<file path="config.mk">
export PLATFORM = sky130hd
export DESIGN_NAME = mfc_top
export DESIGN_NICKNAME = d
export VERILOG_FILES = /design/src/hdl/mfc_fifo.v /design/src/hdl/mfc_top.v
export VERILOG_INCLUDE_DIRS = /design/src /design/src/shared
export SDC_FILE = /design/constraint.sdc
export NUM_CORES = 1
export LEC_CHECK = 0
export BUFFER_PORTS_ARGS = -buffer_cell sky130_fd_sc_hd__buf_2
export CAP_MARGIN = 25
export CELL_PAD_IN_SITES_DETAIL_PLACEMENT = 0
export CELL_PAD_IN_SITES_GLOBAL_PLACEMENT = 1
export CORE_UTILIZATION = 36
export CTS_CLUSTER_DIAMETER = 40
export DETAILED_ROUTE_END_ITERATION = 16
export GPL_ROUTABILITY_DRIVEN = 0
export GPL_TIMING_DRIVEN = 0
export HOLD_SLACK_MARGIN = 0.02
export PLACE_DENSITY_LB_ADDON = 0.1
export SKIP_CTS_REPAIR_TIMING = 1
export SLEW_MARGIN = 20
export SYNTH_ARGS = -nofsm -noshare
export SYNTH_HDL_FRONTEND = slang
export SYNTH_HIERARCHICAL = 1
export SYNTH_SLANG_ARGS = --single-unit
export TNS_END_PERCENT = 100
</file>
<file path="constraint.sdc">
create_clock -name clk -period 4.78 [get_ports clk]
set_input_delay 0.478 -clock clk [delete_from_list [all_inputs] [get_ports clk]]
set_output_delay 0.478 -clock clk [all_outputs]
set_load 0.02 [all_outputs]
</file>
<file path="src/shared/mfc_defs.vh">
// Shared constants for the serial frame checksum block
`ifndef MFC_DEFS_VH
`define MFC_DEFS_VH
`define MFC_CRC_PRESET 16'hffff
`define MFC_CRC_POLY 16'ha001
`define MFC_CRC_SHIFTS 4'h8
`define MFC_FN_LOOP 8'h08
`define MFC_FN_WMULTI 8'h10
`define MFC_BCAST_ADDR 8'h00
`define MFC_CHAR_CR 8'h0d
`define MFC_CHAR_LF 8'h0a
`define MFC_CHAR_COLON 8'h3a
`define MFC_WM_HDR_LEN 8'h06
`define MFC_IDLE_MS 10
`define MFC_CLK_MHZ 200
`define MFC_IDLE_CYCLES (`MFC_IDLE_MS * 1000 * `MFC_CLK_MHZ)
`define MFC_FIFO_DEPTH 16
`define MFC_BUF_DEPTH 64
`endif

</file>
<file path="src/hdl/mfc_fifo.v">
// Parameterised valid/ready FIFO for frame bytes
`timescale 1ns/1ps
`default_nettype none
module mfc_fifo #(
  parameter WIDTH = 8,
  parameter DEPTH = 16,
  parameter AW = 4
) (
  // Clock and reset
  input wire clk,
  input wire rst_n,
  // Fill side
  input wire in_valid,
  input wire [WIDTH-1:0] in_data,
  output wire in_ready,
  // Drain side
  output wire out_valid,
  output wire [WIDTH-1:0] out_data,
  input wire out_ready
);
  // Storage array
  reg [WIDTH-1:0] mem [0:DEPTH-1];
  reg [AW-1:0] wr_reg;
  reg [AW-1:0] rd_reg;
  reg [AW:0] cnt_reg;
  wire push;
  wire pop;
  assign in_ready = (cnt_reg != DEPTH[AW:0]);
  assign out_valid = (cnt_reg != {(AW+1){1'b0}});
  assign out_data = mem[rd_reg];
  assign push = in_valid & in_ready;
  assign pop = out_valid & out_ready;
  // ---------------------------------------------
  // Pointers and count
  // ---------------------------------------------
  always @(posedge clk or negedge rst_n) begin
    if (!rst_n) begin
      wr_reg <= {AW{1'b0}};
      rd_reg <= {AW{1'b0}};
      cnt_reg <= {(AW+1){1'b0}};
    end else begin
      if (push) begin
        wr_reg <= wr_reg + 1'b1;
      end
      if (pop) begin
        rd_reg <= rd_reg + 1'b1;
      end
      // Simultaneous push and pop keep the count
      if (push && !pop) begin
        cnt_reg <= cnt_reg + 1'b1;
      end else if (pop && !push) begin
        cnt_reg <= cnt_reg - 1'b1;
      end
    end
  end
  // Data write, no reset needed on storage
  always @(posedge clk) begin
    if (push) begin
      mem[wr_reg] <= in_data;
    end
  end
endmodule // mfc_fifo
`default_nettype wire

</file>
<file path="src/hdl/mfc_top.v">
// Frame checksum, reply builder and echo for a serial drive slave
// Function
// - ASCII LRC: negated modulo-256 byte sum
// - LRC sums decoded binary bytes, not chars
// - CRC accumulator preset to all ones
// - XOR each byte into CRC low byte
// - Shift right, XOR A001 when bit out
// - Eight shift steps per byte
// - Repeat per byte; final value is CRC
// - RTU CRC sent low byte first
// - Loop command echoed back exactly
// - Station zero broadcast: act, never reply
// - RTU idle over 10 ms ends frame
`timescale 1ns/1ps
`default_nettype none
`include "mfc_defs.vh"
module mfc_top #(
  parameter IDLE_CYCLES = `MFC_IDLE_CYCLES,
  parameter FIFO_DEPTH = `MFC_FIFO_DEPTH,
  parameter BUF_DEPTH = `MFC_BUF_DEPTH
) (
  // Clock and reset
  input wire clk,
  input wire nrst,
  // Mode: 1 = ASCII, 0 = RTU
  input wire ascii_mode,
  // Received characters from the UART
  input wire rx_valid,
  input wire [7:0] rx_char,
  // ASCII end of frame (LF seen by the framer)
  input wire rx_eof,
  // Transmit characters to the UART
  output reg tx_valid,
  output reg [7:0] tx_char,
  input wire tx_ready,
  // Frame result
  output reg frame_done,
  output reg frame_ok,
  output reg frame_bcast,
  output reg [7:0] frame_func
);
  // ---------------------------------------------
  // Reset and pin synchronisers
  // ---------------------------------------------
  reg [1:0] rst_sync_reg;
  wire rst_n;
  assign rst_n = rst_sync_reg[1];
  always @(posedge clk or negedge nrst) begin
    if (!nrst) begin
      rst_sync_reg <= 2'h0;
    end else begin
      rst_sync_reg <= {rst_sync_reg[0], 1'b1};
    end
  end
  // Mode is a strap pin: two stages before use
  reg mode_s1_reg;
  reg mode_reg;
  always @(posedge clk or negedge rst_n) begin
    if (!rst_n) begin
      mode_s1_reg <= 1'b0;
      mode_reg <= 1'b0;
    end else begin
      mode_s1_reg <= ascii_mode;
      mode_reg <= mode_s1_reg;
    end
  end
  // ---------------------------------------------
  // Hex decode and encode of ASCII characters
  // ---------------------------------------------
  function [3:0] hex_val;
    input [7:0] c;
    begin
      if (c >= 8'h41 && c <= 8'h46) begin
        hex_val = c[3:0] + 4'h9;
      end else if (c >= 8'h61 && c <= 8'h66) begin
        hex_val = c[3:0] + 4'h9;
      end else begin
        hex_val = c[3:0];
      end
    end
  endfunction
  function [7:0] hex_chr;
    input [3:0] n;
    begin
      hex_chr = (n > 4'h9) ? {4'h4, n - 4'h9} : {4'h3, n};
    end
  endfunction
  // ---------------------------------------------
  // Receive: pair nibbles into bytes, store frame
  // ---------------------------------------------
  localparam BAW = 6;
  reg [7:0] buf_mem [0:BUF_DEPTH-1];
  reg [BAW-1:0] len_reg;
  reg [3:0] hi_nib_reg;
  reg half_reg;
  reg in_frame_reg;
  reg [31:0] idle_reg;
  reg byte_stb_reg;
  reg [7:0] byte_reg;
  reg eof_reg;
  // Binary byte from the link, ASCII pairs decoded first
  always @(posedge clk or negedge rst_n) begin
    if (!rst_n) begin
      hi_nib_reg <= 4'h0;
      half_reg <= 1'b0;
      byte_stb_reg <= 1'b0;
      byte_reg <= 8'h00;
      in_frame_reg <= 1'b0;
      idle_reg <= 32'h0;
      eof_reg <= 1'b0;
    end else begin
      byte_stb_reg <= 1'b0;
      eof_reg <= 1'b0;
      if (rx_valid && mode_reg) begin
        if (rx_char == `MFC_CHAR_COLON) begin
          half_reg <= 1'b0;
          in_frame_reg <= 1'b1;
        end else if (rx_char != `MFC_CHAR_CR && rx_char != `MFC_CHAR_LF) begin
          // Two hex chars form one binary byte
          if (half_reg) begin
            byte_reg <= {hi_nib_reg, hex_val(rx_char)};
            byte_stb_reg <= 1'b1;
          end else begin
            hi_nib_reg <= hex_val(rx_char);
          end
          half_reg <= ~half_reg;
        end
        if (rx_eof) begin
          eof_reg <= in_frame_reg;
          in_frame_reg <= 1'b0;
        end
      end else if (rx_valid) begin
        byte_reg <= rx_char;
        byte_stb_reg <= 1'b1;
        in_frame_reg <= 1'b1;
        idle_reg <= 32'h0;
      end else if (!mode_reg && in_frame_reg) begin
        // Silence beyond the limit closes the frame
        if (idle_reg >= IDLE_CYCLES) begin
          eof_reg <= 1'b1;
          in_frame_reg <= 1'b0;
        end else begin
          idle_reg <= idle_reg + 32'h1;
        end
      end
    end
  end
  // ---------------------------------------------
  // Checksum engines: LRC sum and bitwise CRC
  // ---------------------------------------------
  reg [7:0] lrc_reg;
  reg [15:0] crc_reg;
  reg [3:0] shift_reg;
  reg [15:0] crc_body_reg;
  reg [15:0] crc_prev_reg;
  reg [7:0] lrc_prev_reg;
  // Sequencer has judged the frame; engines may be preset
  wire tx_start;
  // Buffer write of received bytes; checksums run in the next block
  always @(posedge clk) begin
    if (byte_stb_reg && len_reg != BUF_DEPTH - 1) begin
      buf_mem[len_reg] <= byte_reg;
    end
  end
  // Frame length and checksums; shifts take eight cycles per byte
  always @(posedge clk or negedge rst_n) begin
    if (!rst_n) begin
      len_reg <= {BAW{1'b0}};
      lrc_reg <= 8'h00;
      crc_reg <= `MFC_CRC_PRESET;
      shift_reg <= 4'h0;
      crc_body_reg <= 16'h0;
      crc_prev_reg <= 16'h0;
      lrc_prev_reg <= 8'h00;
    end else if (tx_start) begin
      // Fresh preset ahead of each message
      // Not at end of frame: the residue must stand until it is judged
      crc_reg <= `MFC_CRC_PRESET;
      lrc_reg <= 8'h00;
      len_reg <= {BAW{1'b0}};
      shift_reg <= 4'h0;
    end else if (byte_stb_reg) begin
      lrc_prev_reg <= lrc_reg;
      crc_prev_reg <= crc_reg;
      // Modulo-256 running sum
      lrc_reg <= lrc_reg + byte_reg;
      // Byte into low half before shifting
      crc_reg <= crc_reg ^ {8'h00, byte_reg};
      shift_reg <= `MFC_CRC_SHIFTS;
      if (len_reg != BUF_DEPTH - 1) begin
        len_reg <= len_reg + 1'b1;
      end
    end else if (shift_reg != 4'h0) begin
      // Zero-fill shift, poly on carried-out one
      crc_reg <= crc_reg[0] ? ((crc_reg >> 1) ^ `MFC_CRC_POLY) :
                 (crc_reg >> 1);
      shift_reg <= shift_reg - 4'h1;
      // Snapshot of CRC before the latest received byte
      if (shift_reg == 4'h1) begin
        crc_body_reg <= crc_prev_reg;
      end
    end
  end
  // ---------------------------------------------
  // Frame check: residue tests on RTU and ASCII
  // ---------------------------------------------
  // RTU: CRC over all bytes incl. low-first CRC gives zero.
  // ASCII: sum of all bytes incl. LRC gives zero.
  wire chk_ok;
  assign chk_ok = mode_reg ? (lrc_reg == 8'h00) : (crc_reg == 16'h0000);
  // ---------------------------------------------
  // Reply state machine
  // ---------------------------------------------
  localparam S_IDLE = 6'h01;
  localparam S_WAIT = 6'h02;
  localparam S_HEAD = 6'h04;
  localparam S_BODY = 6'h08;
  localparam S_SUM = 6'h10;
  localparam S_END = 6'h20;
  reg [5:0] st_reg;
  reg [BAW-1:0] rlen_reg;
  reg [BAW-1:0] idx_reg;
  reg [7:0] cur_reg;
  reg [2:0] sub_reg;
  reg [7:0] func_reg;
  reg [7:0] tsum_reg;
  reg [15:0] tcrc_reg;
  wire q_ready;
  reg q_valid;
  reg [7:0] q_data;
  wire f_valid;
  wire [7:0] f_data;
  // Reply length of a multi-write: header bytes only
  wire [7:0] wm_len_w;
  assign wm_len_w = `MFC_WM_HDR_LEN;
  // Negated transmit sum, sent as the LRC
  wire [7:0] lrc_out_w;
  assign lrc_out_w = 8'h00 - tsum_reg;
  assign tx_start = (st_reg == S_WAIT) && (shift_reg == 4'h0);
  // Transmit CRC stepped alongside queued bytes
  function [15:0] crc_byte;
    input [15:0] c;
    input [7:0] b;
    integer k;
    reg [15:0] t;
    begin
      t = c ^ {8'h00, b};
      for (k = 0; k < 8; k = k + 1) begin
        t = t[0] ? ((t >> 1) ^ `MFC_CRC_POLY) : (t >> 1);
      end
      crc_byte = t;
    end
  endfunction
  // Sequencer pushes reply characters into the FIFO
  always @(posedge clk or negedge rst_n) begin
    if (!rst_n) begin
      st_reg <= S_IDLE;
      rlen_reg <= {BAW{1'b0}};
      idx_reg <= {BAW{1'b0}};
      sub_reg <= 3'h0;
      func_reg <= 8'h00;
      tsum_reg <= 8'h00;
      tcrc_reg <= `MFC_CRC_PRESET;
      q_valid <= 1'b0;
      q_data <= 8'h00;
      frame_done <= 1'b0;
      frame_ok <= 1'b0;
      frame_bcast <= 1'b0;
      frame_func <= 8'h00;
    end else begin
      frame_done <= 1'b0;
      if (q_valid && q_ready) begin
        q_valid <= 1'b0;
      end
      case (st_reg)
        S_IDLE: begin
          if (eof_reg) begin
            st_reg <= S_WAIT;
          end
        end
        S_WAIT: begin
          if (shift_reg == 4'h0) begin
            frame_done <= 1'b1;
            frame_ok <= chk_ok;
            frame_bcast <= (buf_mem[0] == `MFC_BCAST_ADDR);
            frame_func <= buf_mem[1];
            func_reg <= buf_mem[1];
            tsum_reg <= 8'h00;
            tcrc_reg <= `MFC_CRC_PRESET;
            idx_reg <= {BAW{1'b0}};
            sub_reg <= 3'h0;
            // Multi-write: header of six bytes only
            rlen_reg <= (buf_mem[1] == `MFC_FN_WMULTI) ?
                        wm_len_w[BAW-1:0] : len_reg;
            // Broadcast or bad check: no reply at all
            if (!chk_ok || buf_mem[0] == `MFC_BCAST_ADDR || len_reg < 3'h4) begin
              st_reg <= S_IDLE;
            end else begin
              st_reg <= S_HEAD;
            end
          end
        end
        S_HEAD: begin
          if (!q_valid || q_ready) begin
            q_valid <= 1'b1;
            q_data <= `MFC_CHAR_COLON;
            st_reg <= S_BODY;
            if (!mode_reg) begin
              q_valid <= 1'b0;
            end
          end
        end
        S_BODY: begin
          if (!q_valid || q_ready) begin
            // Loop command: all bytes incl. check echoed
            // Check bytes dropped: two in RTU, one (LRC) in ASCII
            if (func_reg != `MFC_FN_LOOP &&
                idx_reg == rlen_reg - {4'h0, ~mode_reg, mode_reg}
                && func_reg != `MFC_FN_WMULTI) begin
              st_reg <= S_SUM;
              sub_reg <= 3'h0;
            end else if (idx_reg == rlen_reg) begin
              st_reg <= (func_reg == `MFC_FN_WMULTI) ? S_SUM : S_END;
              sub_reg <= 3'h0;
            end else begin
              cur_reg <= buf_mem[idx_reg];
              q_valid <= 1'b1;
              if (mode_reg) begin
                q_data <= hex_chr(sub_reg[0] ? buf_mem[idx_reg][3:0] :
                                  buf_mem[idx_reg][7:4]);
                sub_reg <= {2'h0, ~sub_reg[0]};
                if (sub_reg[0]) begin
                  idx_reg <= idx_reg + 1'b1;
                  tsum_reg <= tsum_reg + buf_mem[idx_reg];
                end
              end else begin
                q_data <= buf_mem[idx_reg];
                idx_reg <= idx_reg + 1'b1;
                tcrc_reg <= crc_byte(tcrc_reg, buf_mem[idx_reg]);
              end
            end
          end
        end
        S_SUM: begin
          if (!q_valid || q_ready) begin
            q_valid <= 1'b1;
            sub_reg <= sub_reg + 3'h1;
            if (mode_reg) begin
              // Negated sum, high nibble char first
              q_data <= hex_chr(sub_reg[0] ? lrc_out_w[3:0] :
                                lrc_out_w[7:4]);
            end else begin
              // Low CRC byte goes out first
              q_data <= sub_reg[0] ? tcrc_reg[15:8] : tcrc_reg[7:0];
            end
            if (sub_reg[0]) begin
              st_reg <= S_END;
              sub_reg <= 3'h0;
            end
          end
        end
        S_END: begin
          if (!q_valid || q_ready) begin
            if (!mode_reg) begin
              st_reg <= S_IDLE;
            end else begin
              // CR then LF close an ASCII reply
              q_valid <= 1'b1;
              q_data <= sub_reg[0] ? `MFC_CHAR_LF : `MFC_CHAR_CR;
              sub_reg <= 3'h1;
              if (sub_reg[0]) begin
                st_reg <= S_IDLE;
              end
            end
          end
        end
        default: begin
          st_reg <= S_IDLE;
        end
      endcase
    end
  end
  // ---------------------------------------------
  // Output FIFO and registered drive
  // ---------------------------------------------
  wire f_ready;
  assign f_ready = !tx_valid || tx_ready;
  mfc_fifo #(.WIDTH(8), .DEPTH(FIFO_DEPTH), .AW(4)) u_fifo (
    .clk(clk),
    .rst_n(rst_n),
    .in_valid(q_valid),
    .in_data(q_data),
    .in_ready(q_ready),
    .out_valid(f_valid),
    .out_data(f_data),
    .out_ready(f_ready)
  );
  // Output register gives a flop-driven transmit port
  always @(posedge clk or negedge rst_n) begin
    if (!rst_n) begin
      tx_valid <= 1'b0;
      tx_char <= 8'h00;
    end else if (f_ready) begin
      tx_valid <= f_valid;
      tx_char <= f_data;
    end
  end
endmodule // mfc_top
`default_nettype wire

</file>
==> flow_summary.ini, run 1 <==
[cts]
cts_tree = yes
clock_path_buffers = 3
cts_buffers = 132
cts.sinks = 811
root_buffer = clkbuf_16
clk_latency_ns = 0.73
cts_max_level = 4
clk_pin_slew_ns = 0.05

[critical_path]
crit_path_start_kind = register
crit_path_cell_trace = buf_4, buf_6, nand3b_1, clkbuf_2, o221ai_1, a211oi_1, o31ai_2, mux2i_4, inv_1, ha_1, or2_2, a31oi_2, nor3_1, a2111oi_1, a21oi_1
slowest_delay_ns = 0.59
cp_slowest_cell = a211oi_1
crit_arrival_ns = 5.24
end_kind = register
path_class = register to register
cp.required_ns = 5.36
critical_path_buf_inv_count = 4
worstPathMaxFanout = 10
critical-path-top-delay-family = compound AO/OA/AOI/OAI gates

[sta]
final.setup_skew_ns = 0.0317
setup_viol = 0
worstMarginPinSlew_ns = 1.18
drv_slew = 0
timing.final.hold_violations = 0
clock.fmax_mhz = 214
relSlewSlack_pct = 21.2
fin_crit_ns = 4.66
fin_tns_setup_ns = 0
fin_crit_sh_pct = 97.6

[power]
share_seq_of_total_power_pct = 35.8
p_int_mw = 17.4
clockPowerShare_pct = 39.1
pwr-share-comb_pct = 25.1
p_leak_nw = 14.5
power.density_mw_per_mm2 = 604
vdd_ir_drop_max_mv = 0.345
p_sw_share_pct = 31.5
p_switching_mw = 7.98

[logic_synthesis]
synthSimpleGateAreaFrac_pct = 7.22
synth.yosys.seq_area_share_pct = 67.2
yosys-mux-area-fraction_pct = 11.9
synth_top_family_by_area = multiplexers
syn_area_per_cell_um2 = 15.5
synth.distinct_cells = 90
async_flop_share_pct = 21.1
synthXorXnorAreaFrac_pct = 2.50
synth-main-ff-cell = edfxtp_1
synth_nets = 2313
synth_seq_cells = 811
syn_area_mm2 = 0.0350
synth-warning-count = 6
synth_edf_count = 640
synth_compound_area_share_pct = 6.88
syn_inst = 2254
synth_fa_ha_area_share_pct = 1.69

[drt]
drt-vias-per-instance = 5.41
num_vias = 20688
antenna_left = 0
postRouteWirelength_mm = 104
wl_per_cell_um = 27.2
firstDrtPassIters = 10
drtIter0Drc = 1853
drc_errors = 0

[floorplanning]
io_pins = 34
die_height_um = 314
initial_core_util_pct = 36.3
die_w_um = 314
core_mm2 = 0.0966
dieArea_mm2 = 0.0985
rows = 114

[layout]
post-route-cell-area_mm2 = 0.0420
area_growth_syn_to_layout_pct = 19.9
final_layout_size_suffix_gt1_share_pct = 21.5
fin_cells = 3825
fin_nets = 2498
largest_reg_flops = 512
utilization_pct = 43.5
diodes = 0

[global_routing]
grt_pass1_vias = 20955
antenna_found_initial = 1
track_usage_pct = 21.5
grt_pass1_wl_mm = 151
grt_max_degree = 67
grt_remaining_overflow = 0

[run_status]
status = completed

[placed_design]
portBuffers = 31
dp_hpwl_mm = 68.6
dpl_cell_area_mm2 = 0.0372
dp.cells = 3578

[flow_run]
max_cap_viol_count = 0

[hold_path]
hold_class = input port to async pin
[synth_stat cells, drive strengths merged, types with 7 or more instances]
master    n  share of area, %
nor4     19              0.38
nor2    194               2.1
nand3    35              0.50
dfrtp   138               9.9
o211ai   10              0.21
a22o     22              0.55
nand2   138               1.5
mux4    119               7.8
nand4    17              0.30
dfstp    33               2.5
a211oi   14              0.36
or2       8              0.14
a22oi    23              0.49
clkbuf   60              0.65
nand2b    9              0.16
mux2i   121               3.5
a21oi    90               1.3
and2     12              0.22
nand3b    9              0.19
buf      54               1.4
inv      41              0.44
ha       41               1.5
o31ai     9              0.19
xor2     42               1.1
o22ai     9              0.16
a221oi   23              0.61
and3     10              0.18
xnor2    50               1.3
nor3     25              0.36
or3b      7              0.18
mux2     21              0.68
o21ai    62              0.89
o221ai   16              0.40
nor2b    19              0.34
a21o      7              0.15
a31oi    12              0.23
o22a      8              0.20
edfxtp  640                55
[area by class of cell]
cell class	instances	area (um^2)
Timing Repair Buffer	52	518
Inverter	46	180
Buffer	113	788
Tap cell	1276	1600
Sequential cell	811	23600
Multi-Input combinational cell	1283	10700
Clock inverter	92	1100
Clock buffer	152	3560
Fill cell	8649	54600
[per-stage QoR]
step / worst slack [ns] / total power, mW / hold slack [ns]
floorplan: 1.02 / 13.2 / 0.182
global placement: -0.908 / 15.3 / 0.264
detailed placement: -0.801 / 15.5 / 0.266
CTS: -0.781 / 25.5 / -0.498
global route: -0.0128 / 26.4 / 0.0667
finish: 0.115 / 25.4 / 0.0982
[power groups by stage]
stage                     logic [mW]  clock network (mW)  registers, mW
final                           6.37                9.91           9.08
after global placement          5.84                   0           9.46
after global routing            6.83                10.4           9.16
after CTS                       6.33                10.1           9.06
after detailed placement        6.29                   0           9.19
after floorplan                 3.97                   0           9.21
[cell usage in the layout (no fill, tap or decap), types with 20 or more instances in the layout]
master and n:
xor2_1 42, a22oi_1 22, mux4_2 107, dfstp_2 33, a21oi_1 88, o21ai_0 60
nand3_1 35, buf_2 42, nor3_1 21, xnor2_1 50, nand2_1 137, nor2_1 194
dfrtp_1 128, edfxtp_1 640, inv_1 41, a22o_1 22, clkbuf_1 61, mux2_2 20
clkbuf_16 139, mux2i_1 119, ha_1 41
[final timing paths]
path / start / to / slack (ns) / cells past startpoint
worst max-delay path: idx_reg[1] / q_data[1] / 0.12 / 15
worst min-delay path: nrst / rst_sync_reg[1] / 0.1 / 2
worst max register to register: idx_reg[1] / q_data[1] / 0.12 / 15
worst min register to register: rst_sync_reg[1] / idle_reg[4] / 0.31 / 0
max in group asynchronous: rst_sync_reg[1] / crc_reg[8] / 3.15 / 3
min in group clk: rx_char[3] / hi_nib_reg[3] / 0.10 / 3
[kinds of logic after synthesis]
family / Yosys count
compound gates: 349
xor+xnor: 95
fa+ha+maj: 45
simple gates: 532
other cells: 1
mux: 261
flops: 811
buf+inv: 160
[metal layers]
metal  GRT usage (%)  part of all wire [%]
met5               0                     0
met2            35.6                    49
met4            7.36                   2.8
met1            28.6                    43
met3            3.57                   4.8
(Power assumes the default switching activity.)
==> run 2, diff against run 1 <==
==> constraint.sdc (replaced) <==
create_clock -name clk -period 4.78 [get_ports clk]
set_input_delay 0.239 -clock clk [delete_from_list [all_inputs] [get_ports clk]]
set_output_delay 0.239 -clock clk [all_outputs]
set_load 0.02 [all_outputs]
==> run 2 against run 1 <==
Net effect:
- via count increased by 0.56%
- cell count is 0.26% higher
- sequential cell count is the same
- global-route usage is the same
- non-clock buffer count is 10 higher
- utilization up 0.10 points
- first-iteration DRC count shrank 3.7%
- fmax grew 1.5%
- die area stayed put
- wire length hardly changed
- worst hold slack got worse by 0.087 ns
- critical path type unchanged
==> flow_summary.ini, run 2 (same netlist as run 1, synthesis figures left out) <==
[run_status]
status = completed

[sta]
final.setup_skew_ns = 0.0311
setup_ws_ns = 0.184
drv_slew = 0
clock.fmax_mhz = 218
worstMarginPinSlew_ns = 1.21
relSlewSlack_pct = 19.1
setup_viol = 0
timing.final.hold_violations = 0
fin_crit_ns = 4.60
fin_crit_sh_pct = 96.1

[layout]
fin_nets = 2508
layout_common_cells = edfxtp_1, nor2_1, clkbuf_16
final_layout_size_suffix_gt1_share_pct = 21.5
area_growth_syn_to_layout_pct = 20.2
post-route-cell-area_mm2 = 0.0421
diodes = 0
largest_reg_flops = 512
final_common_cell = edfxtp_1

[critical_path]
reg2reg_slack_ns = 0.18
critical-path-top-delay-family = compound AO/OA/AOI/OAI gates
end_kind = register
slowest_delay_ns = 0.39
rr_worst_depth = 18
crit_arrival_ns = 5.23
crit_path_cell_trace = buf_4, buf_4, buf_6, buf_4, mux4_2, a21oi_1, a211oi_1, a21o_2, ha_1, a21o_1, a21oi_1, o21bai_1, a21oi_2, o21bai_1, a21oi_1, xor2_1, a21oi_1, o21ai_0
timing.rr.end = tsum_reg[7]
cp_slowest_cell = mux4_2
crit_top_cell = a21oi_1
worstPathMaxFanout = 10
cp.depth = 18
cp-startpoint = idx_reg[1]
reg2reg_from = idx_reg[1]
critical_path_buf_inv_count = 4
crit_path_start_kind = register
cp-endpoint = tsum_reg[7]
path_class = register to register
cp.required_ns = 5.41

[drt]
postRouteWirelength_mm = 104
wl_per_cell_um = 27.2
drc_errors = 0
num_vias = 20803
drtIter0Drc = 1784
antenna_left = 0
drt-vias-per-instance = 5.42
firstDrtPassIters = 7

[floorplanning]
initial_core_util_pct = 36.3
core_mm2 = 0.0966
io_pins = 34
rows = 114
die_w_um = 314
dieArea_mm2 = 0.0985
die_height_um = 314

[global_routing]
antenna_found_initial = 1
grt_pass1_vias = 20955
grt_remaining_overflow = 0
grt_max_degree = 67
grt_pass1_wl_mm = 151
track_usage_pct = 21.5

[power]
p_leak_nw = 14.5
power.density_mw_per_mm2 = 602
vdd_ir_drop_max_mv = 0.347

[placed_design]
portBuffers = 31
dp_hpwl_mm = 68.6
dpl_worst_slack_ns = -0.801
dpl_cell_area_mm2 = 0.0372

[cts]
clk_latency_ns = 0.73
cts_buffers = 132
cts_max_level = 4
cts.sinks = 811
clock_path_buffers = 3
cts_tree = yes
clk_pin_slew_ns = 0.05
root_buffer = clkbuf_16

[hold_path]
hold_class = input port to register

[flow_run]
max_cap_viol_count = 0
[run 2: cell count changes in the layout (fill, tap and decap cells not counted), sizes merged]
cell,change
dlygate4sd3,+10
[run 2: final cells by class]
cell class,instances,area (um^2)
well taps,1276,1600
multi-input cells,1283,10700
fillers,8639,54500
clock inverters,92,1100
repair buffers,62,618
clock buffers,152,3560
flip-flops and latches,811,23600
plain buffers,113,788
inverters,46,180
[run 2: stage by stage]
step	util [%]	setup TNS, ns	hold WS [ns]	instances	total power [mW]
floorplan	-	0	-0.0566	2254	13.2
global placement	38.1	-5.52	0.0247	3561	15.3
detailed placement	38.5	-4.39	0.0274	3578	15.5
CTS	43.3	-4.26	-0.737	3822	25.5
global route	43.6	-0.0128	0.0285	3835	26.4
finish	43.6	0	0.0114	3835	25.4
[run 2: power by group]
group	total [mW]	internal, mW	switching [mW]	leakage, nW
Sequential	9.08	8.53	0.545	7.81
Clock	9.92	6.38	3.54	2.25
Combinational	6.36	2.47	3.90	4.47
[run 2: how the worst min path moves through the flow]
stage                                  to      from  depth (start not counted)
after floorplan           rst_sync_reg[0]      nrst                          0
after global placement    rst_sync_reg[0]      nrst                          1
after detailed placement  rst_sync_reg[0]      nrst                          1
after CTS                 rst_sync_reg[1]      nrst                          1
after global routing         idle_reg[28]  rx_valid                          3
final                        in_frame_reg  rx_valid                          3
[run 2: worst reg2reg max path, delay by kind of cell, from the launching register on]
| kind | cells | cell delay [ns] |
|---|---|---|
| AO/OA/AOI/OAI | 11 | 2.02 |
| XOR/XNOR | 1 | 0.20 |
| adder cells (fa/ha/maj) | 1 | 0.26 |
| buffers and inverters | 4 | 1.28 |
| flip-flops | 1 | 0.36 |
| multiplexers | 1 | 0.41 |
[run 2: metal layers]
metal	vias up	global-route usage (%)	share of wire (%)	wire (um)
met4	0	7.36	2.8	2950
met1	10885	28.6	43	45100
li1	9191	-	-	-
met3	163	3.57	4.8	4970
met5	-	0	0	0
met2	564	35.6	49	51200
